===== config.mk =====
export PLATFORM = sky130hd
export DESIGN_NAME = cbs_status_bank
export DESIGN_NICKNAME = d
export VERILOG_FILES = /design/src/cbs_pkg.sv /design/src/cbs_func_regs.sv /design/src/cbs_status_bank.sv
export VERILOG_INCLUDE_DIRS = /design/src
export SDC_FILE = /design/constraint.sdc
export NUM_CORES = 1
export LEC_CHECK = 0
export BUFFER_PORTS_ARGS = -buffer_cell sky130_fd_sc_hd__clkbuf_2
export CORE_UTILIZATION = 48
export CTS_CLUSTER_DIAMETER = 40
export CTS_CLUSTER_SIZE = 25
export DETAILED_ROUTE_END_ITERATION = 12
export PLACE_DENSITY_LB_ADDON = 0.15
export SETUP_SLACK_MARGIN = 0.2
export SYNTH_ARGS = -nofsm -noshare
export SYNTH_HDL_FRONTEND = slang
export SYNTH_SLANG_ARGS = --single-unit

===== constraint.sdc =====
create_clock -name i_clk_sys -period 2.52 [get_ports i_clk_sys]
set_input_delay 0.252 -clock i_clk_sys [delete_from_list [all_inputs] [get_ports i_clk_sys]]
set_output_delay 0.252 -clock i_clk_sys [all_outputs]
set_load 0.1 [all_outputs]

===== src/cbs_defs.svh =====
// Offsets, field positions, reset values and widths for the card-side status bank.
`ifndef CBS_DEFS_SVH
`define CBS_DEFS_SVH
`define CBS_OFF_STATUS 8'h16
`define CBS_OFF_PRI_BUS 8'h18
`define CBS_OFF_CARD_BUS 8'h19
`define CBS_OFF_SUB_BUS 8'h1A
`define CBS_OFF_BRIDGE_CTL 8'h3E
`define CBS_BIT_PARITY 15
`define CBS_BIT_SERR 14
`define CBS_BIT_MABORT 13
`define CBS_BIT_TA_RECV 12
`define CBS_BIT_TA_SIG 11
`define CBS_BIT_DPAR 8
`define CBS_BIT_PERR_EN 0
`define CBS_SELECT_TIMING 2'h1
`define CBS_STATUS_RESET 16'h0200
`define CBS_BUS_RESET 8'h00
`define CBS_FUNCS 2
`define CBS_EVENTS 6
`endif


===== src/cbs_pkg.sv =====
// Types shared by the card-side status bank.
package cbs_pkg;
   typedef enum logic [1:0] {
      CBS_FWD_NONE,
      CBS_FWD_LOCAL,
      CBS_FWD_ONWARD
   } cbs_fwd_t;
endpackage


===== src/cbs_func_regs.sv =====
// One socket function's status flags and bus number registers.
`timescale 1ns/1ps
`include "cbs_defs.svh"
module cbs_func_regs
   import cbs_pkg::*;
(
   // Clock and reset.
   input wire logic i_clk_sys,
   input wire logic i_sys_rst,
   // Register write port.
   input wire logic i_wr,
   input wire logic [7:0] i_addr,
   input wire logic [3:0] i_be,
   input wire logic [31:0] i_wdata,
   // Event inputs, in flag order parity, serr, mabort, ta_recv, ta_sig, dpar.
   input wire logic [5:0] i_event,
   // Register contents.
   output logic [15:0] o_status,
   output logic [7:0] o_pri_bus,
   output logic [7:0] o_card_bus,
   output logic [7:0] o_sub_bus,
   output logic o_perr_en
);
   logic [5:0] flags;
   logic [5:0] clr;

   // Write-one clear of each flag, taken from the upper half of the 14h dword.
   always_comb begin
      clr = '0;
      if (i_wr && i_addr == 8'h14 && i_be[3]) begin
         clr[5:1] = i_wdata[31:27];
      end
      if (i_wr && i_addr == 8'h14 && i_be[3]) begin
         clr[0] = i_wdata[24];
      end
   end

   // Set beats clear so no event in a clear cycle is lost.
   genvar g;
   generate
      for (g = 0; g < `CBS_EVENTS; g++) begin : g_flag
         always_ff @(posedge i_clk_sys) begin
            if (i_sys_rst) begin
               flags[g] <= 1'b0;
            end else if (i_event[g]) begin
               flags[g] <= 1'b1;
            end else if (clr[g]) begin
               flags[g] <= 1'b0;
            end
         end
      end
   endgenerate

   // Status word: fixed timing code, everything else but the flags is zero.
   assign o_status = {flags[5:1], `CBS_SELECT_TIMING, flags[0], 8'h00};

   // Bus numbers sit in bytes 0..2 of the 18h dword; parity response in 3Eh bit 0.
   always_ff @(posedge i_clk_sys) begin
      if (i_sys_rst) begin
         o_pri_bus <= `CBS_BUS_RESET;
         o_card_bus <= `CBS_BUS_RESET;
         o_sub_bus <= `CBS_BUS_RESET;
         o_perr_en <= 1'b0;
      end else if (i_wr) begin
         if (i_addr == 8'h18) begin
            if (i_be[0]) o_pri_bus <= i_wdata[7:0];
            if (i_be[1]) o_card_bus <= i_wdata[15:8];
            if (i_be[2]) o_sub_bus <= i_wdata[23:16];
         end else if (i_addr == 8'h3C && i_be[2]) begin
            o_perr_en <= i_wdata[16];
         end
      end
   end
endmodule


===== src/cbs_status_bank.sv =====
// Card-side error status and bus number configuration registers, two socket functions.
//***************************************************************
// Operation
// - Bit 15 sets on any card-side address or data parity error.
// - Bit 14 sets when a card asserts its system error line.
// - The bridge never drives the card system error line.
// - Bit 13 sets when our card-side cycle ends in master abort.
// - Bit 12 sets when our card-side cycle ends in target abort.
// - Bit 11 sets when we as target end with target abort.
// - Bits 10..9 read 01b, medium select timing; writes ignored.
// - Bit 8 sets on parity error while master with parity response enabled.
// - Bit 7 reads zero, no back-to-back acceptance.
// - Bit 6 reads zero, no user-definable features.
// - Bit 5 reads zero, card clock at most 33 MHz.
// - Bits 4..0 read zero.
// - Writing one to a flag clears it.
// - Each socket function has its own status register.
// - Forwarding uses card and subordinate bus numbers.
// - Each function has its own card bus number register.
// - Primary bus number is read/write, eight bits, resets to zero.
// - Each function has a writable subordinate number resetting to zero.
//***************************************************************
`timescale 1ns/1ps
`include "cbs_defs.svh"
module cbs_status_bank
   import cbs_pkg::*;
(
   // Clock and reset.
   input wire logic i_clk_sys,
   input wire logic i_sys_rst,
   // Configuration access: dword address, byte enables, one-cycle strobes.
   input wire logic i_cfg_func,
   input wire logic [7:0] i_cfg_addr,
   input wire logic [3:0] i_cfg_be,
   input wire logic i_cfg_wr,
   input wire logic i_cfg_rd,
   input wire logic [31:0] i_cfg_wdata,
   output logic [31:0] o_cfg_rdata,
   output logic o_cfg_rvalid,
   // Card-side events per function, one-cycle pulses.
   input wire logic [1:0] i_parity_err,
   input wire logic [1:0] i_card_serr,
   input wire logic [1:0] i_mabort_recv,
   input wire logic [1:0] i_tabort_recv,
   input wire logic [1:0] i_tabort_sig,
   input wire logic [1:0] i_card_perr,
   input wire logic [1:0] i_bus_master,
   // Type 1 config cycle seen on the primary side, bus number to route.
   input wire logic i_fwd_req,
   input wire logic i_fwd_func,
   input wire logic [7:0] i_fwd_bus,
   output cbs_fwd_t o_fwd_kind,
   output logic o_fwd_valid,
   // Card system error drive, kept off permanently.
   output logic o_card_serr_oe
);
   logic [15:0] status [`CBS_FUNCS];
   logic [7:0] pri_bus [`CBS_FUNCS];
   logic [7:0] card_bus [`CBS_FUNCS];
   logic [7:0] sub_bus [`CBS_FUNCS];
   logic [1:0] perr_en;

   // Routing of a bus number against one function's window.
   function automatic cbs_fwd_t route(input logic [7:0] bus, input logic [7:0] cb,
                                      input logic [7:0] sb);
      if (bus == cb) begin
         route = CBS_FWD_LOCAL;
      end else if (bus > cb && bus <= sb) begin
         route = CBS_FWD_ONWARD;
      end else begin
         route = CBS_FWD_NONE;
      end
   endfunction

   //***************************************************************
   // Per-function register copies
   //***************************************************************
   // Separate instances keep each socket's flags private to it.
   genvar f;
   generate
      for (f = 0; f < `CBS_FUNCS; f++) begin : g_func
         logic [5:0] ev;
         // The data parity flag needs master ownership and the enable bit.
         assign ev = {i_parity_err[f], i_card_serr[f], i_mabort_recv[f], i_tabort_recv[f],
                      i_tabort_sig[f],
                      i_card_perr[f] & i_bus_master[f] & perr_en[f]};
         cbs_func_regs u_regs (
            .i_clk_sys(i_clk_sys),
            .i_sys_rst(i_sys_rst),
            .i_wr(i_cfg_wr && i_cfg_func == f[0]),
            .i_addr(i_cfg_addr),
            .i_be(i_cfg_be),
            .i_wdata(i_cfg_wdata),
            .i_event(ev),
            .o_status(status[f]),
            .o_pri_bus(pri_bus[f]),
            .o_card_bus(card_bus[f]),
            .o_sub_bus(sub_bus[f]),
            .o_perr_en(perr_en[f])
         );
      end
   endgenerate

   //***************************************************************
   // Read path
   //***************************************************************
   // Unmapped dwords read zero; the answer follows the strobe by one cycle.
   always_ff @(posedge i_clk_sys) begin
      if (i_sys_rst) begin
         o_cfg_rdata <= 32'h0000_0000;
         o_cfg_rvalid <= 1'b0;
      end else begin
         o_cfg_rvalid <= i_cfg_rd;
         if (i_cfg_rd) begin
            if (i_cfg_addr == 8'h14) begin
               o_cfg_rdata <= {status[i_cfg_func], 16'h0000};
            end else if (i_cfg_addr == 8'h18) begin
               o_cfg_rdata <= {8'h00, sub_bus[i_cfg_func], card_bus[i_cfg_func],
                               pri_bus[i_cfg_func]};
            end else if (i_cfg_addr == 8'h3C) begin
               o_cfg_rdata <= {15'h0000, perr_en[i_cfg_func], 16'h0000};
            end else begin
               o_cfg_rdata <= 32'h0000_0000;
            end
         end
      end
   end

   //***************************************************************
   // Configuration forwarding
   //***************************************************************
   // A registered decision; the bridge engine samples it with the valid.
   always_ff @(posedge i_clk_sys) begin
      if (i_sys_rst) begin
         o_fwd_kind <= CBS_FWD_NONE;
         o_fwd_valid <= 1'b0;
      end else begin
         o_fwd_valid <= i_fwd_req;
         if (i_fwd_req) begin
            o_fwd_kind <= route(i_fwd_bus, card_bus[i_fwd_func], sub_bus[i_fwd_func]);
         end
      end
   end

   // The bridge only observes the card system error line.
   always_ff @(posedge i_clk_sys) begin
      o_card_serr_oe <= 1'b0;
   end

   //***************************************************************
   // Checks
   //***************************************************************
   chk_serr_never: assert property (@(posedge i_clk_sys) disable iff (i_sys_rst)
      !o_card_serr_oe)
      else $error("card system error driven");
   chk_parity_set: assert property (@(posedge i_clk_sys) disable iff (i_sys_rst)
      i_parity_err[0] |=> status[0][15])
      else $error("parity flag missed");
   chk_serr_set: assert property (@(posedge i_clk_sys) disable iff (i_sys_rst)
      i_card_serr[1] |=> status[1][14])
      else $error("system error flag missed");
   chk_mabort_set: assert property (@(posedge i_clk_sys) disable iff (i_sys_rst)
      i_mabort_recv[0] |=> status[0][13])
      else $error("master abort flag missed");
   chk_tabort_both: assert property (@(posedge i_clk_sys) disable iff (i_sys_rst)
      (i_tabort_recv[0] && i_tabort_sig[0]) |=> (status[0][12] && status[0][11]))
      else $error("target abort flags missed");
   chk_dpar_gate: assert property (@(posedge i_clk_sys) disable iff (i_sys_rst)
      (!status[0][8] && !(i_card_perr[0] && i_bus_master[0] && perr_en[0]))
      |=> !status[0][8])
      else $error("data parity flag set without cause");
   chk_fixed_bits: assert property (@(posedge i_clk_sys) disable iff (i_sys_rst)
      status[0][10:0] == {2'b01, status[0][8], 8'h00})
      else $error("fixed status bits wrong");
   chk_clear_one: assert property (@(posedge i_clk_sys) disable iff (i_sys_rst)
      (i_cfg_wr && !i_cfg_func && i_cfg_addr == 8'h14 && i_cfg_be[3] && i_cfg_wdata[31]
       && !i_parity_err[0]) |=> !status[0][15])
      else $error("write one did not clear");
   chk_zero_keeps: assert property (@(posedge i_clk_sys) disable iff (i_sys_rst)
      (status[0][14] && !(i_cfg_wr && !i_cfg_func && i_cfg_wdata[30])) |=> status[0][14])
      else $error("flag lost without write one");
   chk_private_flags: assert property (@(posedge i_clk_sys) disable iff (i_sys_rst)
      (!status[1][13] && !i_mabort_recv[1] && !(i_cfg_wr && i_cfg_func)) |=> !status[1][13])
      else $error("function flags shared");
   chk_local_route: assert property (@(posedge i_clk_sys) disable iff (i_sys_rst)
      (i_fwd_req && !i_fwd_func && i_fwd_bus == card_bus[0])
      |=> (o_fwd_valid && o_fwd_kind == CBS_FWD_LOCAL))
      else $error("local route wrong");
   chk_bus_reset: assert property (@(posedge i_clk_sys)
      $past(i_sys_rst) |-> (pri_bus[0] == 8'h00 && sub_bus[1] == 8'h00))
      else $error("bus numbers not reset");
   chk_card_bus_wr: assert property (@(posedge i_clk_sys) disable iff (i_sys_rst)
      (i_cfg_wr && i_cfg_func && i_cfg_addr == 8'h18 && i_cfg_be[1])
      |=> card_bus[1] == $past(i_cfg_wdata[15:8]))
      else $error("card bus number not written");

   cov_local: cover property (@(posedge i_clk_sys) o_fwd_valid && o_fwd_kind == CBS_FWD_LOCAL);
   cov_onward: cover property (@(posedge i_clk_sys) o_fwd_valid && o_fwd_kind == CBS_FWD_ONWARD);
   cov_dpar: cover property (@(posedge i_clk_sys) status[1][8]);
   cov_set_clear: cover property (@(posedge i_clk_sys) i_parity_err[0] && i_cfg_wr
      && i_cfg_addr == 8'h14 && i_cfg_wdata[31]);
endmodule


; ---- After elaboration in Yosys (flattened, before gate mapping)
; Cells that the tools add are included.
; Widths: inputs -> output; s select.
[op_classes]
addsub = 0
multipliers = 0
n_div = 0
n_lt_le_gt_ge = 5
n_eq_ne = 4
shift = 0
muxes = 53
n_bitwise = 8
reduce_logical = 28
[op_table]
columns = operator, count
row1 = $mux 8, 15
row2 = $mux 16, 3
row3 = $mux 32, 1
row4 = $mux 1, 28
row5 = $mux 24, 1
row6 = $reduce_and 3->1, 8
row7 = $reduce_bool 2->1, 12
row8 = $mux 17, 1
row9 = $eq 8x5->1 const B, 2
row10 = $mux 5, 2
row11 = $eq 8x6->1 const B, 1
row12 = $eq 8x8->1, 1
row13 = $gt 8x8->1, 1
row14 = $le 8x8->1, 1
row15 = $logic_and 1x1->1, 8
row16 = $and 1x1->1, 4
row17 = $ge 2x2->1 const B, 2
row18 = $mux 2, 2
row19 = $not 1->2, 2
row20 = $lt 1x2->1 const B, 1
row21 = $not 1->1, 2
[word_totals]
regBits = 98
latch_bits = 0
ramBits = 0
rom_bits = 0
elab_cells = 122
memories = 0

; ---- Depth between registers and ports, before layout
; Gate-level depths: netlist (run 1).
[depth]
ltp_word = 8
ltp_mapped = 9

; ---- Modules after synthesis
; A second synthesis (run 1) with hierarchy kept.
[unflattened]
hier_cells = 570
hier_area_um2 = 5411.4
[modules_own_cells]
columns = module, n_inst, cells_each, area_per_inst_um2, seq_area_each_um2
row1 = cbs_func_regs, 2, 156, 1537.7, 620.6
row2 = cbs_status_bank, 1, 258, 2336.0, 720.7

; ---- Least setup slack after synthesis (run 1)
; No wires, ideal clock.
[synth_timing]
path_kind = input to register
startpoint = input i_fwd_func
endpoint = register o_fwd_kind[1]
setup_ns = 0.101
arrival_ns = 2.345
t_required_ns = 2.419
slack_ns = 0.074
cell_stages = 8
n_path_buf = 2
path_cell_list = clkbuf_1 > buf_1 > mux2i_1 > ha_1 > a211oi_1 > nor2_1 > o31a_1 > o41ai_1
[synth_between]
elab_chain_len = 8
[synth_rtl]
columns = item, line
row1 = "start, declared", cbs_status_bank.sv:50  ; input wire logic i_fwd_func,
row2 = $not 1->2 (not written as such) (*), cbs_status_bank.sv:140  ; o_fwd_kind <= route(i_fwd_bus, card_bus[i_fwd_func], sub_bus[i_fwd_func]);
row3 = $mux 8 (not written as such) (3 in a row), cbs_status_bank.sv:140
row4 = $gt 8x8->1 / $le 8x8->1 (equally long branches), cbs_status_bank.sv:68  ; end else if (bus > cb && bus <= sb) begin
row5 = $logic_and 1x1->1, cbs_status_bank.sv:68
row6 = $mux 2, cbs_status_bank.sv:68
row7 = $mux 2 (*), cbs_status_bank.sv:66  ; if (bus == cb) begin
row8 = "end signal, assigned", cbs_status_bank.sv:140
row9 = "end, declared", cbs_status_bank.sv:52  ; output cbs_fwd_t o_fwd_kind,
; Mark *: on every way between the ends. The rest lies on a longest branch, timed or not. The select of a mux whose other input is x is not followed.
; A chain may end at the register's enable or synchronous reset.

; ---- Worst setup path after layout (run 1)
[layout_timing]
startpoint = register g_func[1].u_regs.o_sub_bus[1]
endpoint = register o_fwd_kind[1]
[layout_between]
elab_chain_len = 7
[layout_rtl]
columns = item, line
row1 = "start, declared", cbs_func_regs.sv:21  ; output logic [7:0] o_sub_bus,
row2 = "start signal, assigned", cbs_func_regs.sv:62  ; o_sub_bus <= `CBS_BUS_RESET;
row3 = "start signal, assigned", cbs_func_regs.sv:68  ; if (i_be[2]) o_sub_bus <= i_wdata[23:16];
row4 = $mux 8 (not written as such) (3 in a row), cbs_status_bank.sv:140
row5 = $le 8x8->1, cbs_status_bank.sv:68
row6 = $logic_and 1x1->1, cbs_status_bank.sv:68
row7 = $mux 2, cbs_status_bank.sv:68
row8 = $mux 2, cbs_status_bank.sv:66
; No other way between the ends. The select of a mux whose other input is x is not followed.

==> results of run 1 <==
[final timing paths]
path	startpoint	end	slack [ns]
hold reg to reg	o_cfg_rdata[25]$_SDFFE_PP0P_	o_cfg_rdata[25]$_SDFFE_PP0P_	0.47
setup reg to reg	g_func[1].u_regs.o_sub_bus[1]$_SDFFE_PP0P_	o_fwd_kind[1]$_SDFFE_PP0P_	0.75
setup / recovery	g_func[1].u_regs.o_sub_bus[1]$_SDFFE_PP0P_	o_fwd_kind[1]$_SDFFE_PP0P_	0.75
hold / removal	i_mabort_recv[0]	g_func[0].u_regs.o_status[13]$_SDFFE_PP0P_	0.09
[report_power, final]
| part | switching, W | internal, W |
|---|---|---|
| Combinational | 0.000175 | 0.0000982 |
| Sequential | 0.00000669 | 0.00155 |
| Clock | 0.000560 | 0.000600 |
[cell type report]
type,instances,share of cell area (%)
repair buffers,122,12.5
clock inverters,6,1.81
clock buffers,10,2.59
multi-input cells,384,43.7
well taps,108,2.54
flip-flops and latches,97,36.6
inverters,4,0.283
[through the flow]
stage	power [W]	instance area (um2)
floorplan	0.00175	4420
global placement	0.00185	5080
detailed placement	0.00186	5080
CTS	0.00301	5310
global route	0.00310	5310
finish	0.00299	5310
[critical path, cell delays in order, from the launching register on]
cell	delay (ns)
sky130_fd_sc_hd__dfxtp_1	0.36
sky130_fd_sc_hd__mux2i_1	0.09
sky130_fd_sc_hd__ha_1	0.30
sky130_fd_sc_hd__nor2b_1	0.14
sky130_fd_sc_hd__o211ai_1	0.15
sky130_fd_sc_hd__a21oi_1	0.08
sky130_fd_sc_hd__o31a_1	0.25
sky130_fd_sc_hd__o41ai_1	0.31
[registers in the layout, summed over array words and instances, names as in the netlist]
name	count
o_fwd_kind	2
g_func.u_regs.o_pri_bus	16
g_func.u_regs.o_sub_bus	16
g_func.u_regs.o_card_bus	16
o_cfg_rvalid	1
o_fwd_valid	1
o_cfg_rdata	31
g_func.u_regs.o_perr_en	2
g_func.u_regs.o_status	12
[cells in the mapped netlist, types with 2 or more instances]
cell,n,share of area (%)
sky130_fd_sc_hd__nand3_1,2,0.23
sky130_fd_sc_hd__dfxtp_1,97,44
sky130_fd_sc_hd__o2bb2ai_1,6,1.2
sky130_fd_sc_hd__mux2i_1,47,11
sky130_fd_sc_hd__clkbuf_1,20,1.7
sky130_fd_sc_hd__nor2_1,64,5.4
sky130_fd_sc_hd__nor3b_1,2,0.34
sky130_fd_sc_hd__nor3_1,2,0.23
sky130_fd_sc_hd__buf_4,2,0.34
sky130_fd_sc_hd__o21a_1,5,0.85
sky130_fd_sc_hd__mux2_2,2,0.51
sky130_fd_sc_hd__nand2_1,55,4.7
sky130_fd_sc_hd__buf_1,6,0.51
sky130_fd_sc_hd__nand4_4,2,0.96
sky130_fd_sc_hd__inv_1,4,0.34
sky130_fd_sc_hd__and2_1,7,0.99
sky130_fd_sc_hd__nand4_1,12,1.7
sky130_fd_sc_hd__nor2b_1,5,0.71
sky130_fd_sc_hd__o21ai_0,50,5.7
sky130_fd_sc_hd__a211oi_1,2,0.34
sky130_fd_sc_hd__a21boi_0,5,0.85
sky130_fd_sc_hd__o211ai_1,2,0.34
sky130_fd_sc_hd__ha_1,16,4.5
sky130_fd_sc_hd__a21oi_1,84,9.5
sky130_fd_sc_hd__buf_2,3,0.34
[metal layers]
metal / track usage, % / vias up / share of wire [%]
met5: 0 / - / 0
met4: 11.2 / 0 / 2.4
met3: 2.93 / 18 / 4.6
met2: 38.7 / 124 / 47
met1: 32.4 / 1852 / 47
li1: - / 2017 / -
[cell families after synthesis]
| family | after synthesis | share of synthesized area [%] |
|---|---|---|
| AO/OA/AOI/OAI | 160 | 20.0 |
| multiplexers | 49 | 11.2 |
| buffers and inverters | 36 | 3.49 |
| adder cells (fa/ha/maj) | 16 | 4.54 |
| other | 1 | 0.0850 |
| flip-flops | 97 | 44.0 |
| AND/OR/NAND/NOR | 157 | 16.7 |
==> out/results.md, run 1 <==
• 0 — total grt overflow
• 0.747 ns — final worst setup slack
• 70.4% — post-route fraction of the period consumed by the critical path
• 2.16 nW — leakage power total
• 562 nW/um2 — total power divided by cell area
• 110 — I/O pin cnt
• 50.1% — initial standard-cell utilization of the core
• 0 — count of endpoints failing hold in the final timing report
• 715 — number of instances in the placed design
• 156 — iteration-0 DRC count of the detailed router
• 3 — maximum fanout along the worst path
• design-rule violations — violations in the final reports
• in2reg — type of the tightest min-delay check
• 18600 um — first-pass GRT wire length
• 0 ns — setup TNS after final layout
• 0 — max-cap viol count
• 15.5 um — average detailed-routed wire length per instance
• 0.883 ns — worst-margin pin slew
• 0.10 ns — clock slew at the register clock pins of the worst setup and hold paths
• 2.80 ns — data required time at the worst endpoint
• sky130_fd_sc_hd__clkbuf_8 — clock root buffer
• 0 — ant diodes
• sky130_fd_sc_hd__clkbuf_2 — most common library cell in the layout ignoring fill and taps
• 516 — cell count after synthesis
• complete, but fails checks — run status
• 24.1% — aggregate global-route resource usage
• 0.354 ns — post-placement worst setup slack
• 8000 um — detailed-placement wirelength estimate
• 7 — Worst Reg2Reg Path Length in Cells
• 22 — drt drc
• 794 — fillcell total
• 0 — YS warnings
• 2320 um2 — multi-input logic area
• 9 — clock buffers created by TritonCTS
• 0.840 — Routability Congestion
• 0 — initial antenna violation count
• 2 — Longest Clk Path Bufs
• 707 — Net count, final
• 0 — number of setup buffers added after CTS
• register — CP Launch Type
• 105 — PortBufs
• 0 — post-cts sizing count
• 0 — antenna-violating nets left
• 34 — row count
• 11300 um — total length of routed wires
• 0.564 GHz — maximum operating frequency
• 0.0142 ns — largest clock skew in the final design
• 20.4% — layout-stage area growth over the synthesis result
• 3 — H-tree depth reported by CTS
• 8810 um2 — Core Area
• 4011 — via count of the routed design
• 9580 um2 — die outline area
• 3784 — via count of the first global-routing pass
• 0 — number of flops mapped to enable cells by yosys
• 3 — number of cells on the worst hold path
• 60.3% — Layout Utilization
• 2.05 ns — crit path DAT
• 44.0% — sequential-to-total area share from yosys stat
• 8.55 um2 — Syn Area/Cell
• 9 — count of TritonRoute iterations in the first routing pass
• 731 — Post-Layout Cell Count
• 5.49 — via/cell ratio
• 0.382 mV — worst IR drop on VDD
• 0 — number of hold buffers added after CTS
• 0 — number of pins exceeding their max-slew limit in the final report
• sky130_fd_sc_hd__dfxtp_1 — commonest register cell after synthesis
• 41.1% — worst max-slew margin expressed relative to the limit
• 0.37 ns — later-pin clock latency in the skew report
• 97.9 um — die height
• false — setup repair after global routing missed its margin
• reg2reg — type of the worst setup path
• 61 — maximum number of pins on one net before global-route repair
• 97 — Clock Sink Count
• register — endpoint type of the worst setup path
• 4410 um2 — Post-Syn Area
• 23.6% — share of post-route cells with drive strength above 1
• 0.0866 ns — Hold Slack
• 0% — FFs w/ async S/R, synth
• sky130_fd_sc_hd__clkbuf_2, sky130_fd_sc_hd__dfxtp_1, sky130_fd_sc_hd__a21oi_1 — most used cells in the layout excluding fill and tap cells
• 1940 um2 — sequential cell area
• 1.77 ns — time the final worst path needs with I/O delays and setup
• yes — CTS tree
• 97 — number of register bits inferred by synthesis
• 39 — number of distinct library cells after synthesis
• 97.9 um — Die Span X
• 0 — final setup violating endpoints
Power figures use the tool's default switching activity.
==> inputs of run 2 (changes only) <==
--- a/config.mk
+++ b/config.mk
@@ -7,7 +7,7 @@
 export NUM_CORES = 1
 export LEC_CHECK = 0
 export BUFFER_PORTS_ARGS = -buffer_cell sky130_fd_sc_hd__clkbuf_2
-export CORE_UTILIZATION = 48
+export CORE_UTILIZATION = 53
 export CTS_CLUSTER_DIAMETER = 40
 export CTS_CLUSTER_SIZE = 25
 export DETAILED_ROUTE_END_ITERATION = 12
==> constraint.sdc (replaced) <==
create_clock -name i_clk_sys -period 1.8 [get_ports i_clk_sys]
set_input_delay 0.18 -clock i_clk_sys [delete_from_list [all_inputs] [get_ports i_clk_sys]]
set_output_delay 0.18 -clock i_clk_sys [all_outputs]
set_load 0.1 [all_outputs]
==> run 2 against run 1 <==
The flow now finishes without violations. Largest power group unchanged. Fmax is 2.1% higher. Sequential power grew 40%. Largest cell class unchanged. First-iteration DRC count increased by 5.1%. Clock-buffer cell count increased by 1. Critical path type unchanged.
==> out/results.md, run 2 (same netlist as run 1, synthesis figures left out) <==
• finished clean — run status
• 26.1% — aggregate global-route resource usage
• 0 — final setup violating endpoints
• sky130_fd_sc_hd__clkbuf_2 — most common library cell in the layout ignoring fill and taps
• 1.74 ns — time the final worst path needs with I/O delays and setup
• 0 — number of pins exceeding their max-slew limit in the final report
• 105 — PortBufs
• met2 — highest-utilization routing layer at the global route stage
• 0.576 GHz — maximum operating frequency
• 2 — maximum fanout along the worst path
• 735 — Post-Layout Cell Count
• 7940 um — detailed-placement wirelength estimate
• 34.6% — global-route track usage on met1
• 31 — flip-flop count of the largest register, all copies and words added
• 25.4% — share of post-route cells with drive strength above 1
• o_cfg_rdata — most flop-heavy register
• 0.865 — Routability Congestion
• 2 — Longest Clk Path Bufs
• 0.0625 ns — final worst setup slack
• -0.188 ns — post-placement worst setup slack
• 4091 — via count of the routed design
• 3870 — via count of the first global-routing pass
• 32 — row count
• 0.397 mV — worst IR drop on VDD
• 15.1 um — average detailed-routed wire length per instance
• 0 — total grt overflow
• 2.19 nW — leakage power total
• 716 — number of instances in the placed design
• 3 — H-tree depth reported by CTS
• 97 — Clock Sink Count
• 0 — count of endpoints failing hold in the final timing report
• 9 — clock buffers created by TritonCTS
• 0 — drt drc
• 93.2 um — Die Span X
• 11100 um — total length of routed wires
• 93.2 um — die height
• 0 — number of hold buffers added after CTS
• 0 — antenna-violating nets left
• register — CP Launch Type
• 717 — Net count, final
• in2reg — type of the tightest min-delay check
• 2.02 ns — crit path DAT
• register — endpoint type of the worst setup path
• 0.10 ns — clock slew at the register clock pins of the worst setup and hold paths
• 96.5% — post-route fraction of the period consumed by the critical path
• 18000 um — first-pass GRT wire length
• 720 nW/um2 — total power divided by cell area
• 43.2% — global routing usage on met2
• 21.0% — layout-stage area growth over the synthesis result
• 110 — I/O pin cnt
• 46 — maximum number of pins on one net before global-route repair
• 3.33% — met3 layer usage reported by global route
• 663 — fillcell total
• 0 — max-cap viol count
• 5 — count of TritonRoute iterations in the first routing pass
• 0.562 ns — worst-margin pin slew
• 62.7% — worst max-slew margin expressed relative to the limit
• 5.57 — via/cell ratio
• 0 — initial antenna violation count
• 2.08 ns — data required time at the worst endpoint
• 0 — ant diodes
• sky130_fd_sc_hd__clkbuf_2, sky130_fd_sc_hd__dfxtp_1, sky130_fd_sc_hd__a21oi_1 — most used cells in the layout excluding fill and tap cells
• 0.36 ns — later-pin clock latency in the skew report
• 55.9% — initial standard-cell utilization of the core
• 0.0129 ns — largest clock skew in the final design
• 7890 um2 — Core Area
• sky130_fd_sc_hd__clkbuf_8 — clock root buffer
• 164 — iteration-0 DRC count of the detailed router
• reg2reg — type of the worst setup path
• 8690 um2 — die outline area
• yes — CTS tree
• true — setup repair after global routing missed its margin
## run 2: changes by cell type in the layout (fill, tap and decap cells not counted), sizes merged
cell / change
clkinvlp: +1
buf: +10
clkinv: +2
clkbuf: +1
inv: -2
bufinv: -2
## run 2: cell type report
class,instances,area (um2),share of cell area (%)
multi-input combinational,384,2330,43.7
sequential,97,1950,36.5
timing repair buffer,132,741,13.9
clock buffer,11,131,2.46
tap,102,128,2.39
clock inverter,5,41.3,0.774
inverter,4,15.0,0.281
## run 2: per-stage QoR
stage	setup TNS, ns	hold slack, ns	power (W)	instance area [um2]	util, %
6_report	0	0.0174	0.00384	5340	67.7
5_1_grt	0	0.0210	0.00398	5340	67.7
4_1_cts	0	0.0132	0.00386	5330	67.5
3_5_place_dp	-0.188	0.396	0.00260	5130	65.0
3_3_place_gp	-0.106	0.390	0.00260	5130	65.0
2_1_floorplan	0	0.283	0.00246	4460	-
## run 2: critical path, cell delays in order (launching register included)
cell and delay (ns):
sky130_fd_sc_hd__dfxtp_2 0.33, sky130_fd_sc_hd__mux2i_1 0.13, sky130_fd_sc_hd__ha_1 0.25, sky130_fd_sc_hd__nor2b_1 0.14
sky130_fd_sc_hd__o211ai_1 0.18, sky130_fd_sc_hd__a21oi_1 0.10, sky130_fd_sc_hd__o31a_1 0.25, sky130_fd_sc_hd__o41ai_2 0.30
## run 2: path summary, 6_finish.rpt
kind / slack, ns / endpoint / startpoint / depth (start not counted)
worst min-delay path: 0.02 / g_func[0].u_regs.o_status[14]$_SDFFE_PP0P_ / i_card_serr[0] / 3
worst min register to register: 0.48 / g_func[0].u_regs.o_pri_bus[0]$_SDFFE_PP0P_ / g_func[0].u_regs.o_pri_bus[0]$_SDFFE_PP0P_ / 2
worst max register to register: 0.06 / o_fwd_kind[1]$_SDFFE_PP0P_ / g_func[1].u_regs.o_sub_bus[1]$_SDFFE_PP0P_ / 7
worst max-delay path: 0.06 / o_fwd_kind[1]$_SDFFE_PP0P_ / g_func[1].u_regs.o_sub_bus[1]$_SDFFE_PP0P_ / 7
## run 2: metal layers
layer | wire (um) | share of wire (%)
met2 | 5190 | 47
met4 | 131 | 1.2
met5 | 0 | 0
met1 | 5150 | 46
met3 | 603 | 5.4
## run 2: repair_timing
action / 4_1_cts / 5_1_grt
setup buffers: 2 / 1
setup endpoints to repair: 1 / 1
resized for setup: 3 / 2
pin swaps: 5 / 3
## run 2: power by group
group / total [W] / switching [W] / internal (W)
Sequential: 0.00217 / 0.00000904 / 0.00216
Clock: 0.00128 / 0.000766 / 0.000514
Combinational: 0.000388 / 0.000244 / 0.000144
